$ cat src/logic/odcb_consts.vh
`ifndef ODCB_CONSTS_VH
`define ODCB_CONSTS_VH

// Serial word layout: address first, then data.
`define ODCB_WORD_BITS        16
`define ODCB_ADDR_BITS        5
`define ODCB_DATA_BITS        11
`define ODCB_WORD_LAST        4'hF

// Register addresses.
`define ODCB_ADDR_GLOBAL      5'h00
`define ODCB_ADDR_DIFF        5'h0E
`define ODCB_ADDR_SE          5'h0F

// Global register field positions.
`define ODCB_GLB_EXTREF_BIT   5
`define ODCB_GLB_SWRST_BIT    4
`define ODCB_GLB_DIFF_BIT     8
`define ODCB_GLB_GAIN_BIT     9

// Differential driver register field positions.
`define ODCB_DIFF_DDBL_BIT    0
`define ODCB_DIFF_CDBL_BIT    1
`define ODCB_DIFF_CUR_LO      2
`define ODCB_DIFF_CLKT_LO     4
`define ODCB_DIFF_DATT_LO     7

// Single-ended drive field position and its legal codes.
`define ODCB_SE_DRV_LO        4
`define ODCB_DRV_WEAKER       4'h5
`define ODCB_DRV_DEFAULT      4'h0
`define ODCB_DRV_STRONGER     4'hF
`define ODCB_DRV_MAXIMUM      4'hA

// Reset values of the stored fields.
`define ODCB_RST_GLOBAL       4'h0
`define ODCB_RST_DIFF         10'h000
`define ODCB_RST_SE           4'h0

// Base currents in quarter milliamps.
`define ODCB_CUR_00           6'h0E
`define ODCB_CUR_01           6'h0A
`define ODCB_CUR_10           6'h12
`define ODCB_CUR_11           6'h07

// Termination values in ohms; zero means none.
`define ODCB_TERM_000         9'h000
`define ODCB_TERM_001         9'h12C
`define ODCB_TERM_010         9'h0B9
`define ODCB_TERM_011         9'h073
`define ODCB_TERM_100         9'h096
`define ODCB_TERM_101         9'h064
`define ODCB_TERM_110         9'h050
`define ODCB_TERM_111         9'h041

`endif

$ cat src/logic/odcb_sync.v
`timescale 1ns/1ps
`default_nettype none

// Three-stage pin synchroniser; the output moves only when the last two
// stages agree, so a level caught mid-transition is not passed on.
module odcb_sync (
   input  wire mclk,   // Block clock.
   input  wire rst,    // Asynchronous reset, active high.
   input  wire din,    // Raw pin level.
   output reg  q       // Filtered, synchronised level.
);

   reg stage1Reg;
   reg stage2Reg;
   reg stage3Reg;

   // Shift chain and agreement filter.
   always @(posedge mclk or posedge rst) begin
      if (rst) begin
         stage1Reg <= 1'b0;
         stage2Reg <= 1'b0;
         stage3Reg <= 1'b0;
         q         <= 1'b0;
      end else begin
         stage1Reg <= din;
         stage2Reg <= stage1Reg;
         stage3Reg <= stage2Reg;
         if (stage2Reg == stage3Reg) begin
            q <= stage3Reg;
         end
      end
   end

endmodule

`default_nettype wire

$ cat src/logic/odcb_bank.v
`timescale 1ns/1ps
`include "odcb_consts.vh"
`default_nettype none

// Behaviour
// - Data-lane doubling bit doubles data current.
// - Clock-lane doubling bit doubles clock current.
// - Two-bit code selects base driver current.
// - Three-bit code selects data-lane termination.
// - Clock-lane termination uses same encoding.
// - Only four single-ended drive codes accepted.
// - Reset pin high means parallel pin control.
// - Reset low: clock pin is serial clock.
// - Parallel: clock pin level selects coarse gain.
// - Enable pin: serial enable or interface select.
// - Data pin: serial data or power-down select.
// - Over-range flag follows full-scale excess.
// - Differential: six lanes carry bit pairs.
// - Single-ended: twelve bits plus output clock.
// - Word is five address, eleven data bits.
// - Software reset clears registers, self-clears.
module odcb_bank (
   input  wire        mclk,                  // Block clock, 40 MHz.
   input  wire        rst,                   // Asynchronous reset.
   input  wire        resetPin,              // Device reset / mode pin.
   input  wire        sclkPin,               // Serial clock or gain pin.
   input  wire        serialDataPin,         // Serial data or power pin.
   input  wire        serialEnablePin,       // Enable, low active serial.
   input  wire        powerDownPin,          // Global power-down pin.
   input  wire [11:0] adcSample,             // Converter word, mclk domain.
   input  wire        adcOverRange,          // Core full-scale comparator.
   output reg         diffModeSel,           // High for differential out.
   output reg         coarseGainSel,         // High for 3.5 dB gain.
   output reg         extRefSel,             // High for external ref.
   output reg  [1:0]  powerDownSel,          // Power-down mode pins.
   output reg         dataFormatSel,         // High for straight binary.
   output reg  [5:0]  dataCurrentQma,        // Data current, 0.25 mA units.
   output reg  [5:0]  clockCurrentQma,       // Clock current, 0.25 mA units.
   output reg  [8:0]  dataTermOhms,          // Data termination, 0 none.
   output reg  [8:0]  clockTermOhms,         // Clock termination, 0 none.
   output reg  [3:0]  cmosDriveSel,          // Single-ended drive code.
   output reg  [5:0]  lanePairTrue,          // Differential lanes, true.
   output reg  [5:0]  lanePairComp,          // Differential lanes, compl.
   output reg         outputClockTrue,       // Output clock, true.
   output reg         outputClockComplement, // Output clock, complement.
   output reg  [11:0] cmosData,              // Single-ended data bits.
   output reg         cmosClock,             // Single-ended output clock.
   output reg         overrangeFlag          // Over-range flag.
);

   wire resetS;
   wire sclkS;
   wire sdataS;
   wire senS;
   wire pdnS;

   reg        sclkPrevReg;
   reg [3:0]  bitCountReg;
   reg [14:0] shiftReg;
   reg [3:0]  globalReg;
   reg [9:0]  diffReg;
   reg [3:0]  seReg;
   reg        phaseReg;
   reg [11:0] sampleReg;

   wire        sclkFall;
   wire [15:0] wordIn;
   wire        wordDone;
   wire [4:0]  wordAddr;
   wire [10:0] wordData;
   wire        softReset;
   wire        serialMode;
   wire [3:0]  drvCode;
   wire        drvLegal;
   wire        modeDiff;
   wire        fmtBinary;
   wire [11:0] sampleCoded;
   wire [5:0]  baseCur;
   wire [6:0]  baseCurX2;

   // Each pin goes through its own synchroniser.
   odcb_sync uSyncReset (
      .mclk (mclk),
      .rst  (rst),
      .din  (resetPin),
      .q    (resetS)
   );

   odcb_sync uSyncSclk (
      .mclk (mclk),
      .rst  (rst),
      .din  (sclkPin),
      .q    (sclkS)
   );

   odcb_sync uSyncSdata (
      .mclk (mclk),
      .rst  (rst),
      .din  (serialDataPin),
      .q    (sdataS)
   );

   odcb_sync uSyncSen (
      .mclk (mclk),
      .rst  (rst),
      .din  (serialEnablePin),
      .q    (senS)
   );

   odcb_sync uSyncPdn (
      .mclk (mclk),
      .rst  (rst),
      .din  (powerDownPin),
      .q    (pdnS)
   );

   // Decodes a base current code into quarter milliamps.
   function [5:0] baseCurrent;
      input [1:0] code;
      begin
         case (code)
            2'h0:    baseCurrent = `ODCB_CUR_00;
            2'h1:    baseCurrent = `ODCB_CUR_01;
            2'h2:    baseCurrent = `ODCB_CUR_10;
            default: baseCurrent = `ODCB_CUR_11;
         endcase
      end
   endfunction

   // Decodes a termination code into ohms, zero meaning none.
   function [8:0] termOhms;
      input [2:0] code;
      begin
         case (code)
            3'h0:    termOhms = `ODCB_TERM_000;
            3'h1:    termOhms = `ODCB_TERM_001;
            3'h2:    termOhms = `ODCB_TERM_010;
            3'h3:    termOhms = `ODCB_TERM_011;
            3'h4:    termOhms = `ODCB_TERM_100;
            3'h5:    termOhms = `ODCB_TERM_101;
            3'h6:    termOhms = `ODCB_TERM_110;
            default: termOhms = `ODCB_TERM_111;
         endcase
      end
   endfunction

   // The serial port is live only while the reset pin is low.
   assign serialMode = ~resetS;
   assign sclkFall   = serialMode & ~senS & sclkPrevReg &
                       ~sclkS;
   assign wordIn     = {shiftReg, sdataS};
   assign wordDone   = sclkFall & (bitCountReg == `ODCB_WORD_LAST);
   assign wordAddr   = wordIn[15:11];
   assign wordData   = wordIn[10:0];
   assign softReset  = wordDone & (wordAddr == `ODCB_ADDR_GLOBAL) &
                       wordData[`ODCB_GLB_SWRST_BIT];
   assign drvCode    = wordData[`ODCB_SE_DRV_LO+3:`ODCB_SE_DRV_LO];
   assign drvLegal   = (drvCode == `ODCB_DRV_WEAKER)   |
                       (drvCode == `ODCB_DRV_DEFAULT)  |
                       (drvCode == `ODCB_DRV_STRONGER) |
                       (drvCode == `ODCB_DRV_MAXIMUM);

   // Base current and its double; the largest double still fits six bits.
   assign baseCur    = baseCurrent(diffReg[3:2]);
   assign baseCurX2  = {baseCur, 1'b0};

   // Shifter: a bit on each falling serial clock edge, words of sixteen,
   // leftover bits dropped when the enable goes high.
   always @(posedge mclk or posedge rst) begin
      if (rst) begin
         sclkPrevReg <= 1'b0;
         bitCountReg <= 4'h0;
         shiftReg    <= 15'h0000;
      end else begin
         sclkPrevReg <= sclkS;
         if (~serialMode | senS) begin
            bitCountReg <= 4'h0;
         end else if (sclkFall) begin
            bitCountReg <= bitCountReg + 4'h1;
            shiftReg    <= wordIn[14:0];
         end
      end
   end

   // Register file; the reset pin high and a software reset both clear it.
   always @(posedge mclk or posedge rst) begin
      if (rst) begin
         globalReg <= `ODCB_RST_GLOBAL;
         diffReg   <= `ODCB_RST_DIFF;
         seReg     <= `ODCB_RST_SE;
      end else if (resetS | softReset) begin
         globalReg <= `ODCB_RST_GLOBAL;
         diffReg   <= `ODCB_RST_DIFF;
         seReg     <= `ODCB_RST_SE;
      end else if (wordDone) begin
         case (wordAddr)
            `ODCB_ADDR_GLOBAL: begin
               globalReg <= {wordData[`ODCB_GLB_GAIN_BIT],
                             wordData[`ODCB_GLB_DIFF_BIT],
                             wordData[`ODCB_GLB_EXTREF_BIT], 1'b0};
            end
            `ODCB_ADDR_DIFF: begin
               diffReg <= wordData[9:0];
            end
            `ODCB_ADDR_SE: begin
               if (drvLegal) begin
                  seReg <= drvCode;
               end
            end
            default: begin
               globalReg <= globalReg;
            end
         endcase
      end
   end

   // Pin-or-register mode selection.
   assign modeDiff  = serialMode ? globalReg[2] : senS;
   assign fmtBinary = serialMode ? 1'b0 : senS;
   assign sampleCoded = fmtBinary ? adcSample :
                        {~adcSample[11], adcSample[10:0]};

   // Mode and driver setting outputs, registered.
   always @(posedge mclk or posedge rst) begin
      if (rst) begin
         diffModeSel     <= 1'b0;
         coarseGainSel   <= 1'b0;
         extRefSel       <= 1'b0;
         powerDownSel    <= 2'h0;
         dataFormatSel   <= 1'b0;
         dataCurrentQma  <= 6'h00;
         clockCurrentQma <= 6'h00;
         dataTermOhms    <= 9'h000;
         clockTermOhms   <= 9'h000;
         cmosDriveSel    <= 4'h0;
         overrangeFlag   <= 1'b0;
      end else begin
         diffModeSel   <= modeDiff;
         dataFormatSel <= fmtBinary;
         overrangeFlag <= adcOverRange;
         if (serialMode) begin
            coarseGainSel <= globalReg[3];
            extRefSel     <= globalReg[1];
            powerDownSel  <= {pdnS, 1'b0};
         end else begin
            coarseGainSel <= sclkS;
            extRefSel     <= 1'b0;
            powerDownSel  <= {pdnS, sdataS};
         end
         if (modeDiff) begin
            dataCurrentQma <= diffReg[`ODCB_DIFF_DDBL_BIT] ?
               baseCurX2[5:0] : baseCur;
            clockCurrentQma <= diffReg[`ODCB_DIFF_CDBL_BIT] ?
               baseCurX2[5:0] : baseCur;
            dataTermOhms  <= termOhms(diffReg[9:7]);
            clockTermOhms <= termOhms(diffReg[6:4]);
            cmosDriveSel  <= `ODCB_DRV_DEFAULT;
         end else begin
            dataCurrentQma  <= 6'h00;
            clockCurrentQma <= 6'h00;
            dataTermOhms    <= 9'h000;
            clockTermOhms   <= 9'h000;
            cmosDriveSel    <= seReg;
         end
      end
   end

   // Output phase: a sample is taken every other cycle and both halves
   // of the output clock period are used in differential mode.
   always @(posedge mclk or posedge rst) begin
      if (rst) begin
         phaseReg              <= 1'b0;
         sampleReg             <= 12'h000;
         outputClockTrue       <= 1'b0;
         outputClockComplement <= 1'b0;
         cmosClock             <= 1'b0;
         cmosData              <= 12'h000;
      end else begin
         phaseReg <= ~phaseReg;
         if (~phaseReg) begin
            sampleReg <= sampleCoded;
         end
         if (modeDiff) begin
            outputClockTrue       <= ~phaseReg;
            outputClockComplement <= phaseReg;
            cmosClock             <= 1'b0;
            cmosData              <= 12'h000;
         end else begin
            outputClockTrue       <= 1'b0;
            outputClockComplement <= 1'b0;
            cmosClock             <= ~phaseReg;
            if (~phaseReg) begin
               cmosData <= sampleCoded;
            end
         end
      end
   end

   // Six lanes, each carrying an even bit then its odd neighbour.
   genvar lane;
   generate
      for (lane = 0; lane < 6; lane = lane + 1) begin : gLane
         always @(posedge mclk or posedge rst) begin
            if (rst) begin
               lanePairTrue[lane] <= 1'b0;
               lanePairComp[lane] <= 1'b0;
            end else if (modeDiff) begin
               lanePairTrue[lane] <= phaseReg ?
                  sampleReg[2*lane+1] : sampleCoded[2*lane];
               lanePairComp[lane] <= phaseReg ?
                  ~sampleReg[2*lane+1] : ~sampleCoded[2*lane];
            end else begin
               lanePairTrue[lane] <= 1'b0;
               lanePairComp[lane] <= 1'b0;
            end
         end
      end
   endgenerate

endmodule

`default_nettype wire

$ cat config.mk
export PLATFORM = sky130hd
export DESIGN_NAME = odcb_bank
export DESIGN_NICKNAME = d
export VERILOG_FILES = /design/src/logic/odcb_sync.v /design/src/logic/odcb_bank.v
export VERILOG_INCLUDE_DIRS = /design/src /design/src/logic
export SDC_FILE = /design/constraint.sdc
export NUM_CORES = 1
export LEC_CHECK = 0
export ABC_AREA = 1
export BUFFER_PORTS_ARGS = -buffer_cell sky130_fd_sc_hd__buf_2
export CAP_MARGIN = 20
export CORE_AREA = 4 4 104 106
export CTS_CLUSTER_SIZE = 25
export DETAILED_ROUTE_END_ITERATION = 8
export DIE_AREA = 0 0 108 110
export GPL_TIMING_DRIVEN = 0
export PLACE_DENSITY = 0.74
export RECOVER_POWER = 100
export SETUP_SLACK_MARGIN = 0.2
export SYNTH_ARGS = -nofsm -noshare
export SYNTH_HDL_FRONTEND = slang
export SYNTH_SLANG_ARGS = --single-unit
$ cat constraint.sdc
create_clock -name mclk -period 4.59 [get_ports mclk]
set_input_delay 0.918 -clock mclk [delete_from_list [all_inputs] [get_ports mclk]]
set_output_delay 0.918 -clock mclk [all_outputs]
set_load 0.005 [all_outputs]
* Word-level counts from Yosys, hierarchy flattened
Cells that the tools add are included.
Word-level totals: register bits after elaboration 139, input port bits 20, word-level logic and storage cells 183
Cells by class: add/subtract/negate cells 1, equality and inequality tests 26, mux-type cells 57, bitwise logic cells 29, reduce and logical (&&, ||, !) cells 15
Operators with widths (number):
- $pmux W9 S7 | 2
- $mux W4 | 10
- $mux W12 | 3
- $mux W1 | 32
- $mux W10 | 3
- $mux W6 | 4
- $eq A3 B3 Y1 const B | 6
- $mux W9 | 2
- $not A1 Y1 | 18
- $pmux W5 S3 | 1
- $eq A3 B2 Y1 const B | 4
- $eq A4 B4 Y1 const B | 3
- $reduce_bool A2 Y1 | 6
- $eq A5 B4 Y1 const B | 2
- $and A1 B1 Y1 | 6
- $eq A3 B1 Y1 const B | 2
- $logic_not A3 Y1 | 2
- $reduce_and A2 Y1 | 3
- $eq A1 B1 Y1 | 5
- $logic_not A5 Y1 | 1
- $or A1 B1 Y1 | 5
- $add A4 B1 Y4 const B | 1
- $eq A4 B3 Y1 const B | 1
- $logic_not A4 Y1 | 1
- other kinds (5) | 5

* Depth between registers and ports, before layout
depth after elaboration 10, depth in mapped cells 10, depth with buffers taken out 9

* By module
Synthesis repeated with hierarchy kept, for this count alone.
Second synthesis, totals: cells, all modules 498, area total of the unflattened synthesis 4951.0 um^2
Modules (own cells, without submodules):
- odcb_bank | instances 1, cells an instance 453, area an instance 4350.4 um^2, seq. area each 2802.7 um^2
- odcb_sync | instances 5, cells an instance 9, area an instance 120.1 um^2, seq. area each 100.1 um^2

* Worst setup path after synthesis
No wires, ideal clock.
path kind reg-to-reg, start register bitCountReg[0], end register seReg[0], library setup time 118 ps, arrival 1271 ps, required time 4472 ps, slack 3201 ps, cell stages (with the launch flop) 10, buffers on the path 1, clock period less this slack 1389 ps, path through dfrtp_1 -> ha_1 -> nand3_1 -> nor2_4 -> nand2_2 -> nand2_4 -> nand2_4 -> buf_6 -> nand3_1 -> nand2_1
On the way: word-level cells in the longest chain between the ends 7, elaborated cells between the ends (all ways) 10
RTL lines:
- start, declared | line odcb_bank.v:58 | reg [3:0] bitCountReg;
- start signal, assigned | line odcb_bank.v:179 | bitCountReg <= bitCountReg + 4'h1;
- $eq A4 B4 Y1 (no source line) (*)
- $and A1 B1 Y1 (*) | line odcb_bank.v:152 | assign wordDone = sclkFall & (bitCountReg == `ODCB_WORD_LAST);
- $and A1 B1 Y1 (2 in a row) | line odcb_bank.v:155 | assign softReset = wordDone & (wordAddr == `ODCB_ADDR_GLOBAL) &
- $or A1 B1 Y1 | line odcb_bank.v:191 | end else if (resetS | softReset) begin
- $reduce_bool A2 Y1 (no source line)
- $reduce_and A3 Y1 (no source line)
- end signal, assigned | line odcb_bank.v:190 | seReg <= `ODCB_RST_SE;
- end signal, assigned | line odcb_bank.v:194 | seReg <= `ODCB_RST_SE;
- end signal, assigned | line odcb_bank.v:207 | seReg <= drvCode;
- end, declared | line odcb_bank.v:62 | reg [3:0] seReg;
Mark *: on every way between the ends. The rest lies on a longest branch, timed or not. A chain may end at the register's enable or synchronous reset.

==> impl_metrics.json <==
{
  "outcome": "finished clean",
  "rsz0062_at_grt": "false",
  "start_util": 0.500,
  "fin_cells": 735,
  "layout-area-overhead-vs-synth_pct": 23.5,
  "clock_sinks": 132,
  "worstPathMaxFanout": 39,
  "ff2ff_setup_slack_ns": 2.23,
  "fin_crit_ns": 2.45,
  "ir_drop_uv": 260,
  "leakage_nw": 3.17,
  "rr_worst_depth": 9,
  "power_mw": 2.83,
  "crit_cells": 4,
  "hold_path.class": "flop to flop",
  "boundaryPins": 88,
  "drive_gt1_frac": 0.141,
  "ant_nets": 0,
  "slew-limit-headroom": 0.122,
  "synth_ff_type": "dfrtp_1",
  "synth_top_area_frac": 0.676,
  "crit_type": "primary input to asynchronous set/reset pin",
  "min_from": "uSyncPdn.stage1Reg",
  "fin_skew_ns": 0.00840,
  "antenna_cells": 0,
  "yosysMostFrequentCell": "dfrtp_1",
  "worstMarginPinSlew_ns": 1.32,
  "ys_seq_elements": 132,
  "wirelength_mm": 9.77,
  "cts_buffers": 17,
  "maxCapViolCount": 0,
  "gr-usage-all-layers": 0.174,
  "port_buffers": 87,
  "drtPass1Iterations": 5,
  "cts-resized-gates": 0,
  "critical_path_required_ns": 5.29,
  "cts.path.max_buffers": 2,
  "fp-row-count": 36,
  "cp_data_arrival_time_ns": 3.15,
  "netlist_top_cells_count": "dfrtp_1 (132), nand2_1 (122), inv_1 (63), nor2_1 (36), a21oi_1 (28)",
  "synth_nets": 505,
  "core_area_sq_um": 9770,
  "root_buffer": "clkbuf_8",
  "dp.cells": 703,
  "async_flop_share": 1.00,
  "fin_nets": 614,
  "cp_slowest_stage_delay_ns": 1.04,
  "synth_area_leaders": "dfrtp_1 (68%), nand2_1 (9.4%), inv_1 (4.8%)",
  "synth-seq-area-share": 0.676,
  "power_density_nw_per_um2": 468,
  "fp.dieW_um": 108,
  "r2r_start": "uSyncReset.q",
  "crit_family": "buffers and inverters",
  "hold_viol": 0,
  "fin_setup_tns_ns": 0,
  "grt_use_met3": 0.0524,
  "use_met1": 0.220,
  "die_h_um": 110,
  "ys_warn_count": 0,
  "cts.clk_slew.worst_paths_ns": 0.06,
  "hpwl_mm": 6.81,
  "grt_max_degree": 43,
  "setup_viol_count_final": 0,
  "grt_pass1_vias": 3479,
  "clk_latency_ns": 0.52,
  "fmax_mhz": 407,
  "gp_congestion": 0.806,
  "worst-path-buf-inv": 4,
  "cts_tree": "done",
  "netlist_area_sq_um": 4880,
  "cts_max_level": 4,
  "grt_pass1_wl_mm": 16.1,
  "post_cts_hold_buffer_count": 0,
  "met2_usage": 0.287,
  "worst_path_max_delay_cell": "clkbuf_1",
  "grt_busiest_layer": "met2",
  "maxSlewViolCount": 0,
  "overflow": 0,
  "end_kind": "asynchronous set/reset pin",
  "route.vias.total": 3556,
  "cp-startpoint": "rst",
  "fin_crit_sh": 0.535,
  "drc": 0,
  "dieArea_sq_um": 11900,
  "post_cts_buffers": 0,
  "synthCells": 480,
  "yosys.area.top_type": "dfrtp_1",
  "drt_iter0_drc": 237,
  "worstHoldPathCells": 0,
  "viasPerCell": 4.84,
  "synth_area_per_cell_sq_um": 10.2,
  "cp_cell_sequence": "buf_2 -> clkinvlp_2 -> clkbuf_1 -> buf_12",
  "routedWlPerCell_um": 13.3,
  "synth_edf_count": 0,
  "cp-start-kind": "primary input",
  "ys_types": 22,
  "hold_slack_ns": 0.346,
  "antenna_found_initial": 0
}
worst paths after layout:
kind | endpoint
worst max-delay path | lanePairComp[5]
worst min-delay path | uSyncPdn.stage2Reg
worst max register to register | seReg[1]
worst min register to register | uSyncPdn.stage2Reg
max in group mclk | seReg[1]
min in group asynchronous | bitCountReg[0]
flip-flops by register name, summed over array words and instances (netlist names), 2 cells and up:
signal,flops
diffReg,10
seReg,4
bitCountReg,4
cmosData,12
shiftReg,15
dataTermOhms,9
globalReg,3
lanePairTrue,6
sampleReg,6
cmosDriveSel,4
dataCurrentQma,6
clockTermOhms,9
clockCurrentQma,6
lanePairComp,6
powerDownSel,2
routing by layer:
metal	share of wire	vias up
met5	0	-
met4	0.017	0
met3	0.052	15
met2	0.50	100
met1	0.43	1711
li1	-	1730
placed cells by master (no fill, tap or decap), drive strengths merged:
cell type and instances:
dfrtp 132, nand2 127, clkbuf 71, inv 67
buf 52, nor2 38, o21ai 30, a21oi 28
nand3 21, nand4 8, maj3 5, ha 5
nor3 4, clkinvlp 4, bufinv 3, o22ai 2
clkinv 2, xnor2 1, a211oi 1, o211ai 1
metrics by stage:
step / worst slack, ns / instance area (sq um) / utilization
after global placement: 1.34 / 5490 / 0.562
after floorplan: 2.03 / 4890 / -
after global routing: 1.71 / 6030 / 0.617
after detailed placement: 2.69 / 5560 / 0.569
after CTS: 2.60 / 6160 / 0.630
final: 2.14 / 6030 / 0.617
worst register-to-register path, cell delays in order (launching register included):
cell and delay (ns):
dfrtp_1 0.44, nor2_1 0.29, nand2_1 0.24, nor2_1 0.34, nand2_2 0.08, nand2_1 0.16
nand2_1 0.22, clkbuf_1 0.29, nand3_1 0.14, nand2_1 0.06
where the power goes:
part / leakage, nW / switching [mW] / internal [mW]
registers: 1.73 / 0.0414 / 1.23
clock network: 0.288 / 0.513 / 0.852
logic: 1.16 / 0.126 / 0.0618
logic make-up (layout without fill, tap and decap cells):
| kind of cell | after synthesis | after routing | synth area share |
|---|---|---|---|
| and+or+nand+nor | 198 | 198 | 0.171 |
| DFF | 132 | 132 | 0.676 |
| buffers and inverters | 77 | 199 | 0.0625 |
| AOI/OAI and AO/OA | 62 | 62 | 0.0651 |
| adders and majority gates | 10 | 10 | 0.0231 |
| xor gates and xnor gates | 1 | 1 | 0.00179 |
final cells by class:
type	instances	area, sq um
buffer	14	53.8
clock buffer	19	432
clock inverter	13	173
fill	805	3740
inverter	63	238
multi-input combinational	271	1240
sequential	132	3300
tap	133	166
timing repair buffer	90	430
(Power assumes the default switching activity.)
